<file path="src/rtl/xdc_pkg.sv">
// constants, field layouts and state codes for the expansion decode and memory control block
package xdc_pkg;

  // ----------------------------------------------------------------
  // clock and timing
  // ----------------------------------------------------------------
  localparam int CLK_HZ            = 100_000_000;
  localparam int TICK_MS           = 25;                          // clock interrupt period
  localparam int TICK_CYC          = (CLK_HZ / 1000) * TICK_MS;   // 2,500,000 cycles
  localparam int TICK_CNT_W        = 22;
  localparam int REFRESH_WINDOW_US = 2000;                        // every row within this window
  localparam int REFRESH_ROWS      = 128;
  // longest gap between two refresh pulses, rounded down
  localparam int REFRESH_GAP_CYC   = ((CLK_HZ / 1_000_000) * REFRESH_WINDOW_US) / REFRESH_ROWS;
  localparam int REFRESH_CNT_W     = 12;

  // ----------------------------------------------------------------
  // host address layout
  // ----------------------------------------------------------------
  localparam int ADDR_W        = 16;
  localparam int ADDR_MEM_BIT  = 15;           // set for 8000..FFFF
  localparam int ADDR_BANK_BIT = 14;           // clear 8000..BFFF, set C000..FFFF
  localparam int ROW_W         = 7;
  localparam int ROW_LSB       = 0;
  localparam int COL_LSB       = 7;
  localparam int GRP_LSB       = 2;            // port group field addr[3:2]
  localparam int SUB_LSB       = 0;            // disk sub-address addr[1:0]

  localparam logic [ADDR_W-1:0] PORT_BASE = 16'h37E0;
  localparam logic [ADDR_W-1:0] PORT_MASK = 16'hFFF0;

  localparam logic [1:0] GRP_CLOCK   = 2'h0;   // 37E0: drive select out, clock status in
  localparam logic [1:0] GRP_UNUSED  = 2'h1;   // 37E4
  localparam logic [1:0] GRP_PRINTER = 2'h2;   // 37E8
  localparam logic [1:0] GRP_DISK    = 2'h3;   // 37EC..37EF

  // ----------------------------------------------------------------
  // host data and status
  // ----------------------------------------------------------------
  localparam int          DATA_W        = 8;
  localparam int          CLK_PEND_BIT  = 7;
  localparam logic [7:0]  DATA_RST      = 8'h00;

  // ----------------------------------------------------------------
  // pin synchroniser: {addr, mem_rd_n, mem_wr_n, io_rd_n, io_wr_n, rfsh_n}
  // ----------------------------------------------------------------
  localparam int              SYNC_W   = ADDR_W + 5;
  localparam logic [SYNC_W-1:0] SYNC_RST = {16'h0000, 5'h1F};

  // ----------------------------------------------------------------
  // memory sequencer states, gray along idle-row-col-cas-end
  // ----------------------------------------------------------------
  typedef enum logic [2:0] {
    ST_IDLE    = 3'h0,
    ST_ROW     = 3'h1,
    ST_COL_SEL = 3'h3,
    ST_CAS     = 3'h2,
    ST_END     = 3'h6,
    ST_RFSH    = 3'h4
  } xdc_state_type;

endpackage

</file>
<file path="src/rtl/xdc_tick_if.sv">
// carrier for the periodic tick between the clock timer and the decoder core
`timescale 1ns/100ps
interface xdc_tick_if;
  logic tick;
  modport src (output tick);
  modport dst (input  tick);
endinterface

</file>
<file path="src/rtl/xdc_core.sv">
// host expansion unit: port decode, bank decode, row/column memory sequencing and clock interrupt
//
// Contract
// - an I/O write gives drive select at 37E0, printer data at 37E8, nothing at 37E4 and disk writes at 37EC-37EF.
// - an I/O read at 37E0 returns clock status and clears the pending tick, 37E8 printer status, 37EC-37EF disk.
// - six strobes cover 37E0 to 37EC and the disk controller itself tells 37ED-37EF apart.
// - memory cycles are claimed only for addresses 8000 to FFFF.
// - the lower bank is enabled for 8000 to BFFF.
// - the upper bank is enabled for C000 to FFFF.
// - the top two address bits pick the bank and the low fourteen go multiplexed as row and column.
// - an access starts with the row/column select low, the seven row bits out and RAS low.
// - after the row the select rises, the seven column bits go out and then CAS falls.
// - after both strobes the memory writes or reads as its write enable says.
// - the read enable turns the memory data buffers toward the host only during reads.
// - a refresh pulses RAS alone, with no select and no CAS.
// - all 128 rows must be refreshed at least once every 2 ms.
// - the clock block raises an interrupt request every 25 ms.
`timescale 1ns/100ps
module xdc_core #(
  parameter int TICK_CYCLES = xdc_pkg::TICK_CYC
) (
  input  wire logic                          clock,
  input  wire logic                          nrst,
  input  wire logic                          ce,
  // host bus pins
  input  wire logic [xdc_pkg::ADDR_W-1:0]    host_addr,
  input  wire logic                          host_mem_rd_n,
  input  wire logic                          host_mem_wr_n,
  input  wire logic                          host_io_rd_n,
  input  wire logic                          host_io_wr_n,
  input  wire logic                          host_rfsh_n,
  output logic [xdc_pkg::DATA_W-1:0]         host_data_out,
  output logic                               host_data_oe_n,
  output logic                               host_nmi_n,
  // port strobes
  output logic                               drive_select_wr,
  output logic                               printer_data_wr,
  output logic                               printer_status_rd,
  output logic                               disk_wr,
  output logic                               disk_rd,
  output logic [1:0]                         disk_sub_addr,
  // memory side
  output logic                               lower_bank_enable,
  output logic                               upper_bank_enable,
  output logic [xdc_pkg::ROW_W-1:0]          dram_addr,
  output logic [1:0]                         dram_ras_n,
  output logic                               dram_cas_n,
  output logic                               row_col_select,
  output logic                               dram_we_n,
  output logic                               mem_read_enable,
  output logic                               refresh_late
);
  import xdc_pkg::*;

  // ----------------------------------------------------------------
  // helpers
  // ----------------------------------------------------------------
  // true when the address falls in the given group of four of the sixteen peripheral ports
  function automatic logic port_hit(input logic [ADDR_W-1:0] a, input logic [1:0] grp);
    port_hit = ((a & PORT_MASK) == PORT_BASE) && (a[GRP_LSB +: 2] == grp);
  endfunction

  // seven address bits for the row or the column half
  function automatic logic [ROW_W-1:0] addr_half(input logic [ADDR_W-1:0] a, input logic col);
    addr_half = col ? a[COL_LSB +: ROW_W] : a[ROW_LSB +: ROW_W];
  endfunction

  // ----------------------------------------------------------------
  // pin synchroniser
  // ----------------------------------------------------------------
  logic [SYNC_W-1:0] sync1_q;
  logic [SYNC_W-1:0] sync2_q;

  // host pins are asynchronous to this clock
  always_ff @(posedge clock) begin
    if (!nrst) begin
      sync1_q <= SYNC_RST;
      sync2_q <= SYNC_RST;
    end else if (ce) begin
      sync1_q <= {host_addr, host_mem_rd_n, host_mem_wr_n, host_io_rd_n, host_io_wr_n, host_rfsh_n};
      sync2_q <= sync1_q;
    end
  end

  logic [ADDR_W-1:0] addr_s;
  logic              mem_rd_s;
  logic              mem_wr_s;
  logic              io_rd_s;
  logic              io_wr_s;
  logic              rfsh_s;

  assign addr_s   = sync2_q[SYNC_W-1 -: ADDR_W];
  assign mem_rd_s = !sync2_q[4];
  assign mem_wr_s = !sync2_q[3];
  assign io_rd_s  = !sync2_q[2];
  assign io_wr_s  = !sync2_q[1];
  assign rfsh_s   = !sync2_q[0];

  // ----------------------------------------------------------------
  // memory claim and bank decode
  // ----------------------------------------------------------------
  logic mem_claim;
  logic mem_bank;

  // a refresh cycle is never a claimed access
  assign mem_claim = (mem_rd_s || mem_wr_s) && !rfsh_s && addr_s[ADDR_MEM_BIT];
  assign mem_bank  = addr_s[ADDR_BANK_BIT];

  logic lower_en_q;
  logic upper_en_q;

  // bank enables follow the decoded cycle as levels
  always_ff @(posedge clock) begin
    if (!nrst) begin
      lower_en_q <= 1'b0;
      upper_en_q <= 1'b0;
    end else if (ce) begin
      lower_en_q <= mem_claim && !mem_bank;
      upper_en_q <= mem_claim && mem_bank;
    end
  end

  // ----------------------------------------------------------------
  // row / column sequencer
  // ----------------------------------------------------------------
  xdc_state_type     state_q;
  xdc_state_type     state_d;
  logic [ADDR_W-1:0] acc_addr_q;
  logic              acc_bank_q;
  logic              acc_write_q;

  // next state; refresh takes priority since it only comes between accesses
  always_comb begin
    state_d = state_q;
    case (state_q)
      ST_IDLE: begin
        if (rfsh_s) begin
          state_d = ST_RFSH;
        end else if (mem_claim) begin
          state_d = ST_ROW;
        end
      end
      ST_ROW:     state_d = ST_COL_SEL;
      ST_COL_SEL: state_d = ST_CAS;
      ST_CAS: begin
        if (!mem_claim) begin
          state_d = ST_END;
        end
      end
      ST_RFSH: begin
        if (!rfsh_s) begin
          state_d = ST_END;
        end
      end
      ST_END:     state_d = ST_IDLE;
      default:    state_d = ST_IDLE;
    endcase
  end

  // state and the address held for the whole access
  always_ff @(posedge clock) begin
    if (!nrst) begin
      state_q     <= ST_IDLE;
      acc_addr_q  <= '0;
      acc_bank_q  <= 1'b0;
      acc_write_q <= 1'b0;
    end else if (ce) begin
      state_q <= state_d;
      if (state_q == ST_IDLE) begin
        acc_addr_q  <= addr_s;
        acc_bank_q  <= mem_bank;
        acc_write_q <= mem_wr_s;
      end
    end
  end

  logic [ROW_W-1:0] dram_addr_q;
  logic [1:0]       ras_n_q;
  logic             cas_n_q;
  logic             sel_q;
  logic             we_n_q;
  logic             rd_en_q;

  // strobes registered from the next state so they change cleanly together
  always_ff @(posedge clock) begin
    if (!nrst) begin
      dram_addr_q <= '0;
      ras_n_q     <= 2'h3;
      cas_n_q     <= 1'b1;
      sel_q       <= 1'b0;
      we_n_q      <= 1'b1;
      rd_en_q     <= 1'b0;
    end else if (ce) begin
      case (state_d)
        ST_ROW: begin
          dram_addr_q <= addr_half(addr_s, 1'b0);
          ras_n_q     <= mem_bank ? 2'h1 : 2'h2;
          cas_n_q     <= 1'b1;
          sel_q       <= 1'b0;
          we_n_q      <= !mem_wr_s;
          rd_en_q     <= 1'b0;
        end
        ST_COL_SEL: begin
          dram_addr_q <= addr_half(acc_addr_q, 1'b1);
          ras_n_q     <= acc_bank_q ? 2'h1 : 2'h2;
          cas_n_q     <= 1'b1;
          sel_q       <= 1'b1;
          we_n_q      <= !acc_write_q;
          rd_en_q     <= 1'b0;
        end
        ST_CAS: begin
          dram_addr_q <= addr_half(acc_addr_q, 1'b1);
          ras_n_q     <= acc_bank_q ? 2'h1 : 2'h2;
          cas_n_q     <= 1'b0;
          sel_q       <= 1'b1;
          we_n_q      <= !acc_write_q;
          rd_en_q     <= !acc_write_q;
        end
        ST_RFSH: begin
          // row comes from the host refresh counter on the bus
          dram_addr_q <= addr_half(addr_s, 1'b0);
          ras_n_q     <= 2'h0;
          cas_n_q     <= 1'b1;
          sel_q       <= 1'b0;
          we_n_q      <= 1'b1;
          rd_en_q     <= 1'b0;
        end
        default: begin
          // idle and precharge: every strobe released
          ras_n_q <= 2'h3;
          cas_n_q <= 1'b1;
          sel_q   <= 1'b0;
          we_n_q  <= 1'b1;
          rd_en_q <= 1'b0;
        end
      endcase
    end
  end

  // ----------------------------------------------------------------
  // refresh watchdog
  // ----------------------------------------------------------------
  logic [REFRESH_CNT_W-1:0] gap_q;
  logic                     late_q;

  // 128 rows in 2 ms means one pulse per gap at least; flag sticks until a pulse arrives
  always_ff @(posedge clock) begin
    if (!nrst) begin
      gap_q  <= '0;
      late_q <= 1'b0;
    end else if (ce) begin
      if (state_d == ST_RFSH && state_q != ST_RFSH) begin
        gap_q  <= '0;
        late_q <= 1'b0;
      end else if (gap_q == REFRESH_CNT_W'(REFRESH_GAP_CYC)) begin
        late_q <= 1'b1;
      end else begin
        gap_q <= gap_q + REFRESH_CNT_W'(1);
      end
    end
  end

  // ----------------------------------------------------------------
  // port decode
  // ----------------------------------------------------------------
  logic drv_wr_q;
  logic prn_wr_q;
  logic prn_rd_q;
  logic dsk_wr_q;
  logic dsk_rd_q;
  logic clk_rd_q;
  logic [1:0] sub_q;

  // 37E4 (GRP_UNUSED) is not decoded to any strobe, so it has no output
  always_ff @(posedge clock) begin
    if (!nrst) begin
      drv_wr_q <= 1'b0;
      prn_wr_q <= 1'b0;
      prn_rd_q <= 1'b0;
      dsk_wr_q <= 1'b0;
      dsk_rd_q <= 1'b0;
      clk_rd_q <= 1'b0;
      sub_q    <= 2'h0;
    end else if (ce) begin
      drv_wr_q <= io_wr_s && port_hit(addr_s, GRP_CLOCK);
      prn_wr_q <= io_wr_s && port_hit(addr_s, GRP_PRINTER);
      dsk_wr_q <= io_wr_s && port_hit(addr_s, GRP_DISK);
      clk_rd_q <= io_rd_s && port_hit(addr_s, GRP_CLOCK);
      prn_rd_q <= io_rd_s && port_hit(addr_s, GRP_PRINTER);
      dsk_rd_q <= io_rd_s && port_hit(addr_s, GRP_DISK);
      sub_q    <= addr_s[SUB_LSB +: 2];
    end
  end

  // ----------------------------------------------------------------
  // clock interrupt
  // ----------------------------------------------------------------
  xdc_tick_if tick_bus ();

  xdc_tick_timer #(
    .TICK_CYCLES (TICK_CYCLES)
  ) u_timer (
    .clock    (clock),
    .nrst     (nrst),
    .ce       (ce),
    .tick_bus (tick_bus)
  );

  logic pend_q;
  logic clk_rd_first;
  logic [DATA_W-1:0] rd_data_q;

  // clear only once per read, on its first cycle
  assign clk_rd_first = io_rd_s && port_hit(addr_s, GRP_CLOCK) && !clk_rd_q;

  // a tick in the clearing cycle survives
  always_ff @(posedge clock) begin
    if (!nrst) begin
      pend_q <= 1'b0;
    end else if (ce) begin
      if (tick_bus.tick) begin
        pend_q <= 1'b1;
      end else if (clk_rd_first) begin
        pend_q <= 1'b0;
      end
    end
  end

  // status byte latched when the read begins, pending before it clears
  always_ff @(posedge clock) begin
    if (!nrst) begin
      rd_data_q <= DATA_RST;
    end else if (ce && clk_rd_first) begin
      rd_data_q               <= DATA_RST;
      rd_data_q[CLK_PEND_BIT] <= pend_q;
    end
  end

  // ----------------------------------------------------------------
  // outputs
  // ----------------------------------------------------------------
  assign host_data_out     = rd_data_q;
  assign host_data_oe_n    = !clk_rd_q;   // drives only for the clock status port
  assign host_nmi_n        = !pend_q;
  assign drive_select_wr   = drv_wr_q;
  assign printer_data_wr   = prn_wr_q;
  assign printer_status_rd = prn_rd_q;
  assign disk_wr           = dsk_wr_q;
  assign disk_rd           = dsk_rd_q;
  assign disk_sub_addr     = sub_q;
  assign lower_bank_enable = lower_en_q;
  assign upper_bank_enable = upper_en_q;
  assign dram_addr         = dram_addr_q;
  assign dram_ras_n        = ras_n_q;
  assign dram_cas_n        = cas_n_q;
  assign row_col_select    = sel_q;
  assign dram_we_n         = we_n_q;
  assign mem_read_enable   = rd_en_q;
  assign refresh_late      = late_q;

endmodule

</file>
<file path="src/rtl/xdc_tick_timer.sv">
// free running divider giving one tick pulse per clock interrupt period
`timescale 1ns/100ps
module xdc_tick_timer #(
  parameter int TICK_CYCLES = xdc_pkg::TICK_CYC
) (
  input  wire logic  clock,
  input  wire logic  nrst,
  input  wire logic  ce,
  xdc_tick_if.src    tick_bus
);
  import xdc_pkg::*;

  logic [TICK_CNT_W-1:0] cnt_q;
  logic                  tick_q;

  // ----------------------------------------------------------------
  // period counter
  // ----------------------------------------------------------------
  // tick lasts one enabled cycle at the wrap
  always_ff @(posedge clock) begin
    if (!nrst) begin
      cnt_q  <= '0;
      tick_q <= 1'b0;
    end else if (ce) begin
      if (cnt_q == TICK_CNT_W'(TICK_CYCLES - 1)) begin
        cnt_q  <= '0;
        tick_q <= 1'b1;
      end else begin
        cnt_q  <= cnt_q + TICK_CNT_W'(1);
        tick_q <= 1'b0;
      end
    end
  end

  assign tick_bus.tick = tick_q;

endmodule

</file>
<file path="config.mk">
export PLATFORM = sky130hd
export DESIGN_NAME = xdc_core
export DESIGN_NICKNAME = d
export VERILOG_FILES = /design/src/rtl/xdc_pkg.sv /design/src/rtl/xdc_tick_if.sv /design/src/rtl/xdc_core.sv /design/src/rtl/xdc_tick_timer.sv
export SDC_FILE = /design/constraint.sdc
export NUM_CORES = 1
export LEC_CHECK = 0
export ABC_AREA = 0
export BUFFER_PORTS_ARGS = -buffer_cell sky130_fd_sc_hd__buf_2
export CORE_ASPECT_RATIO = 1.4
export CORE_UTILIZATION = 30
export DETAILED_ROUTE_END_ITERATION = 6
export PLACE_DENSITY = 0.51
export SLEW_MARGIN = 20
export SYNTH_ARGS = -nofsm -noshare
export SYNTH_HDL_FRONTEND = slang
export SYNTH_SLANG_ARGS = --single-unit
</file>
<file path="constraint.sdc">
create_clock -name clock -period 5 [get_ports clock]
set_input_delay 1 -clock clock [delete_from_list [all_inputs] [get_ports clock]]
set_output_delay 1 -clock clock [all_outputs]
set_load 0.01 [all_outputs]
</file>
==> impl_metrics.json, run 1 <==
{
  "reg2reg_depth": 4,
  "io_pins": 57,
  "ys_ff_latch": 115,
  "critPathLaunch": "ce",
  "cts.htree.levels": 4,
  "first_pass_iters": 4,
  "r2r_slack_ns": 2.65,
  "start_util": 0.311,
  "root_buffer": "clkbuf_16",
  "setup_tns_ns": 0,
  "fin_area_um2": 5900,
  "fmax_mhz": 378,
  "final_layout_size_suffix_gt1_frac": 0.162,
  "multi_input_area_um2": 2380,
  "critPathKind": "in2reg",
  "clock_path_buffers": 2,
  "nets": 619,
  "core-area_um2": 15700,
  "rsz0062_at_grt": "no",
  "cts_made_buffers": 17,
  "fp.dieH_um": 153,
  "setup-violations-final": 0,
  "synth_mux_area_frac": 0.0941,
  "worstReg2RegEnd": "refresh_late",
  "required_ns": 5.35,
  "grt_usage": 0.143,
  "hp-class": "reg2reg",
  "antenna_cells": 0,
  "wire_per_inst_um": 13.8,
  "synth_adder_area_share": 0.00767,
  "leakage_nw": 2.26,
  "synth-seq-area-share": 0.470,
  "worstSetupEndpoint": "u_timer.cnt_q[19]",
  "outcome": "finished, final reports clean",
  "clkSinkCount": 115,
  "grt_max_degree": 66,
  "antenna_found_initial": 0,
  "finalMaxSlewViolations": 0,
  "synth_area_per_cell_um2": 8.87,
  "layout_common_cells": "115 x dfxtp_1, 76 x nor2_1, 52 x nand2_1",
  "grt_pass1_wl_um": 18800,
  "final.min_clock_period_ns": 2.65,
  "slew_headroom": 0.319,
  "path_clk_slew_ns": 0.06,
  "seqCellArea_um2": 2300,
  "synth-xor-area-share": 0.0358,
  "finalHoldViolations": 0,
  "drc_errors": 0,
  "drt-total-wl_um": 11100,
  "area_delta_synth_final_pct": 20.5,
  "fin_util": 0.375,
  "io_buffers": 49,
  "vdd_drop_max_mv": 0.202,
  "powerDensity_nw_per_um2": 396,
  "synth-edff-count": 0,
  "placedInstanceArea_um2": 5260,
  "cts_setup_buffers": 0,
  "yosys.cell_types.count": 57,
  "vias_per_cell": 4.97,
  "fin_worst_skew_ns": 0.00836,
  "grt_pass1_vias": 3890,
  "cp.arrival_ns": 2.99,
  "cts_tree": "done",
  "syn_inst": 552,
  "synth_ff_type": "dfxtp_1",
  "syn-cell-area_um2": 4890,
  "num_vias": 3979,
  "rows": 54,
  "synth-compound-area-share": 0.131,
  "final_common_cell": "dfxtp_1",
  "end_kind": "flop",
  "ctsHoldBuffers": 0,
  "floorplan.die_area_um2": 16800,
  "crit_path_start_kind": "primary input",
  "dp_hpwl_um": 7800,
  "cts_resized": 0,
  "rr_startpoint": "sync2_q[0]",
  "drt_iter0_drc": 142,
  "synth_warnings": 0,
  "worst_pin_slew_ns": 1.01,
  "ant_nets": 0,
  "post-route-period-util": 0.529,
  "synthSimpleGateAreaFrac": 0.212,
  "num-fill-cells": 1612,
  "crit_fanout": 43,
  "gp_congestion": 0.736,
  "numPlacedInstances": 769,
  "synthArstFlopShare": 0,
  "clk-insertion-delay-late_ns": 0.41,
  "overflow": 0,
  "fin_cells": 801,
  "drv_cap": 0,
  "die_w_um": 110,
  "synth_top_family_by_area": "simple AND/OR/NAND/NOR gates"
}
[synth_stat cells (7+ instances only)]
| library cell | number | area share |
|---|---|---|
| nand2_1 | 52 | 0.040 |
| nand3_1 | 17 | 0.017 |
| a21oi_1 | 31 | 0.032 |
| inv_1 | 17 | 0.013 |
| a211oi_1 | 9 | 0.014 |
| buf_4 | 7 | 0.011 |
| buf_2 | 7 | 0.0072 |
| clkbuf_1 | 21 | 0.016 |
| dfxtp_1 | 115 | 0.47 |
| nor3_1 | 9 | 0.0092 |
| mux2i_1 | 46 | 0.094 |
| nand4_1 | 10 | 0.013 |
| xnor2_1 | 14 | 0.025 |
| o21ai_0 | 24 | 0.025 |
| or3_1 | 8 | 0.010 |
| nor2_1 | 76 | 0.058 |
[stage by stage]
| stage | hold slack (ns) | power (mW) | setup slack [ns] |
|---|---|---|---|
| 3_3_place_gp | 0.437 | 1.09 | 1.94 |
| 4_1_cts | 0.455 | 2.37 | 2.35 |
| 2_1_floorplan | 0.433 | 1.06 | 2.59 |
| 6_report | 0.447 | 2.34 | 2.35 |
| 3_5_place_dp | 0.442 | 1.10 | 1.92 |
| 5_1_grt | 0.479 | 2.42 | 2.18 |
[how the worst min path moves through the flow]
stage | start | endpoint | slack, ns | depth (start not counted)
6_report | disk_rd | disk_rd | 0.45 | 2
5_1_grt | acc_addr_q[12] | acc_addr_q[12] | 0.48 | 2
4_1_cts | disk_rd | disk_rd | 0.45 | 2
3_5_place_dp | disk_rd | disk_rd | 0.44 | 2
3_3_place_gp | disk_rd | disk_rd | 0.44 | 2
2_1_floorplan | acc_addr_q[13] | acc_addr_q[13] | 0.43 | 2
[routing by layer]
metal / up-vias / GRT usage / share of wire
met3: 14 / 0.0435 / 0.043
met4: 0 / 0.0616 / 0.018
li1: 2011 / - / -
met5: - / 0 / 0
met2: 66 / 0.243 / 0.51
met1: 1888 / 0.161 / 0.43
[layout make-up]
type,instances,area share
Multi-Input combinational cell,389,0.404
Timing Repair Buffer,52,0.0458
Clock buffer,21,0.0815
Sequential cell,115,0.390
Inverter,17,0.0110
Tap cell,196,0.0416
Clock inverter,11,0.0257
[worst max-delay path, stage by stage]
cell	delay [ns]
buf_4	0.41
nand4_4	0.20
or4_1	0.70
or4_4	0.53
a21oi_2	0.14
[registers in the layout, summed over array words and instances (netlist names), 2 cells and up]
register and count:
sync2_q 21, disk_sub_addr 2, dram_ras_n 2, u_timer.cnt_q 22, gap_q 12, acc_addr_q 7
sync1_q 21, state_q 3, dram_addr 7
[where the power goes]
part / switching (mW) / internal (mW) / total (mW)
clock: 0.423 / 0.837 / 1.26
combinational: 0.0683 / 0.0437 / 0.112
sequential: 0.0220 / 0.942 / 0.964
total: 0.513 / 1.82 / 2.34
[logic make-up (layout without fill, tap and decap cells)]
family / Yosys count / in the layout
simple gates: 212 / 212
mux: 46 / 46
flops: 115 / 115
buf+inv: 54 / 101
fa+ha+maj: 3 / 3
xor+xnor: 20 / 20
compound gates: 101 / 101
other cells: 1 / 7
Power figures use the tool's default switching activity.
==> inputs of run 2 (changes only) <==
==> constraint.sdc (replaced) <==
create_clock -name clock -period 2.5 [get_ports clock]
set_input_delay 0.5 -clock clock [delete_from_list [all_inputs] [get_ports clock]]
set_output_delay 0.5 -clock clock [all_outputs]
set_load 0.01 [all_outputs]
==> run 2 against run 1 <==
  * Cell count up 0.87%
  * Register-to-register slack got worse by 2.3 ns
  * Die area did not move
  * Wire length increased by 3.1%
  * Global-route usage up 0.50 points
  * Power rose by 110%
  * Sequential power rose by 100%
  * Via count increased by 0.68%
  * Sequential share of layout area shrank 0.78 points
  * Critical path depth is 1 higher
  * Non-clock buffer count up 8
==> impl_metrics.json, run 2 (synthesis gave the netlist of run 1 again) <==
{
  "outcome": "finished, final reports clean",
  "die_w_um": 110,
  "nets": 627,
  "finalHoldViolations": 0,
  "combPwrFrac": 0.049,
  "overflow": 0,
  "drc_errors": 0,
  "final_layout_size_suffix_gt1_frac": 0.172,
  "slew_headroom": 0.560,
  "floorplan.die_area_um2": 16800,
  "drt-total-wl_um": 11400,
  "drv_cap": 0,
  "grt_pass1_vias": 3978,
  "powerDensity_nw_per_um2": 810,
  "area_delta_synth_final_pct": 22.9,
  "required_ns": 2.79,
  "io_buffers": 49,
  "hold_end": "sync1_q[0]",
  "antenna_found_initial": 0,
  "setup_tns_ns": 0,
  "worstReg2RegEnd": "gap_q[1]",
  "vdd_drop_max_mv": 0.381,
  "dr_wl_met3_um": 447,
  "rr_startpoint": "gap_q[0]",
  "hp-class": "in2reg",
  "largest_register_ffs": 22,
  "root_buffer": "clkbuf_16",
  "wl_met2_um": 6030,
  "end_kind": "flop",
  "power_switching_share": 0.205,
  "p_clk_frac": 0.556,
  "post-route-period-util": 0.856,
  "multi_input_area_um2": 2380,
  "fin_worst_skew_ns": 0.00773,
  "reg.largest.list": "u_timer.cnt_q x22, sync1_q x21, sync2_q x21",
  "antenna_cells": 0,
  "clock_path_buffers": 2,
  "min-delay-start": "host_rfsh_n",
  "crit_fanout": 5,
  "seqCellArea_um2": 2300,
  "top_layer": "met4",
  "first_pass_iters": 5,
  "finalMaxSlewViolations": 0,
  "vias_per_cell": 4.96,
  "num_vias": 4006,
  "critPathKind": "reg2reg",
  "grt_usage": 0.148,
  "rsz0062_at_grt": "no",
  "drt_iter0_drc": 169,
  "clkSinkCount": 115,
  "cts_made_buffers": 17,
  "fmax_mhz": 467,
  "setup-violations-final": 0,
  "ant_nets": 0,
  "worst_pin_slew_ns": 0.658,
  "leakage_nw": 2.34,
  "rows": 54,
  "cts_tree": "done",
  "num-fill-cells": 1617,
  "io_pins": 57,
  "grt_pass1_wl_um": 19400,
  "grt_max_degree": 75,
  "switchingPower_mw": 1.00,
  "crit_path_start_kind": "flop",
  "layout_common_cells": "115 x dfxtp_1, 76 x nor2_1, 52 x nand2_1",
  "drt-met1-wl_um": 4840,
  "min_delay_path_depth": 3,
  "reg2reg_depth": 6,
  "p_int_mw": 3.87,
  "start_util": 0.311,
  "cp.arrival_ns": 2.43,
  "clk-insertion-delay-late_ns": 0.40,
  "top_register": "u_timer.cnt_q",
  "r2r_slack_ns": 0.36,
  "final_common_cell": "dfxtp_1",
  "cts.htree.levels": 4,
  "core-area_um2": 15700,
  "final.min_clock_period_ns": 2.14,
  "seqPwrFrac": 0.395,
  "path_clk_slew_ns": 0.05,
  "finalPower_mw": 4.88,
  "cts_setup_buffers": 0,
  "dp_hpwl_um": 8060,
  "cts_resized": 0,
  "wire_per_inst_um": 14.1,
  "gp_congestion": 0.794,
  "fp.dieH_um": 153,
  "ctsHoldBuffers": 0
}
==> run 2: critical path, cell delays in order, from the launching register on <==
cell and delay [ns]:
dfxtp_1 0.34, inv_1 0.09, ha_1 0.13, or4b_1 0.42, or4_1 0.60, and3_1 0.25, a32o_1 0.20
==> run 2: through the flow <==
step / std cells / hold WS (ns) / util / setup slack, ns / instance area (µm²)
global route: 808 / 0.325 / 0.382 / 0.228 / 6020
detailed placement: 777 / 0.443 / 0.340 / 0.262 / 5350
CTS: 808 / 0.312 / 0.382 / 0.358 / 6020
global placement: 777 / 0.443 / 0.340 / 0.314 / 5350
floorplan: 558 / 0.433 / - / 0.524 / 4920
finish: 808 / 0.329 / 0.382 / 0.361 / 6020
==> run 2: power by group through the flow <==
stage,Combinational [mW],Sequential [mW],Clock [mW]
finish,0.238,1.93,2.71
detailed placement,0.241,1.96,0
global route,0.271,1.93,2.86
floorplan,0.176,1.95,0
global placement,0.235,1.96,0
CTS,0.242,1.93,2.77
==> run 2: per-layer routing <==
layer | global-route usage | vias up
li1 | - | 2020
met1 | 0.164 | 1908
met2 | 0.261 | 71
met3 | 0.0409 | 7
met4 | 0.0565 | 0
met5 | 0 | -
==> run 2: how the worst max path moves through the flow <==
stage	startpoint	endpoint	slack, ns	depth (start not counted)
5_1_grt	gap_q[0]	gap_q[1]	0.23	6
4_1_cts	gap_q[0]	gap_q[1]	0.36	6
2_1_floorplan	gap_q[0]	gap_q[0]	0.52	6
3_3_place_gp	ce	pend_q	0.31	7
3_5_place_dp	ce	pend_q	0.26	7
6_report	gap_q[0]	gap_q[1]	0.36	6
==> run 2: area by class of cell <==
type	count	share of cell area
clock buffer	22	0.0821
clock inverter	9	0.0289
sequential	115	0.383
multi-input combinational	389	0.396
tap	196	0.0408
timing repair buffer	60	0.0591
inverter	17	0.0106
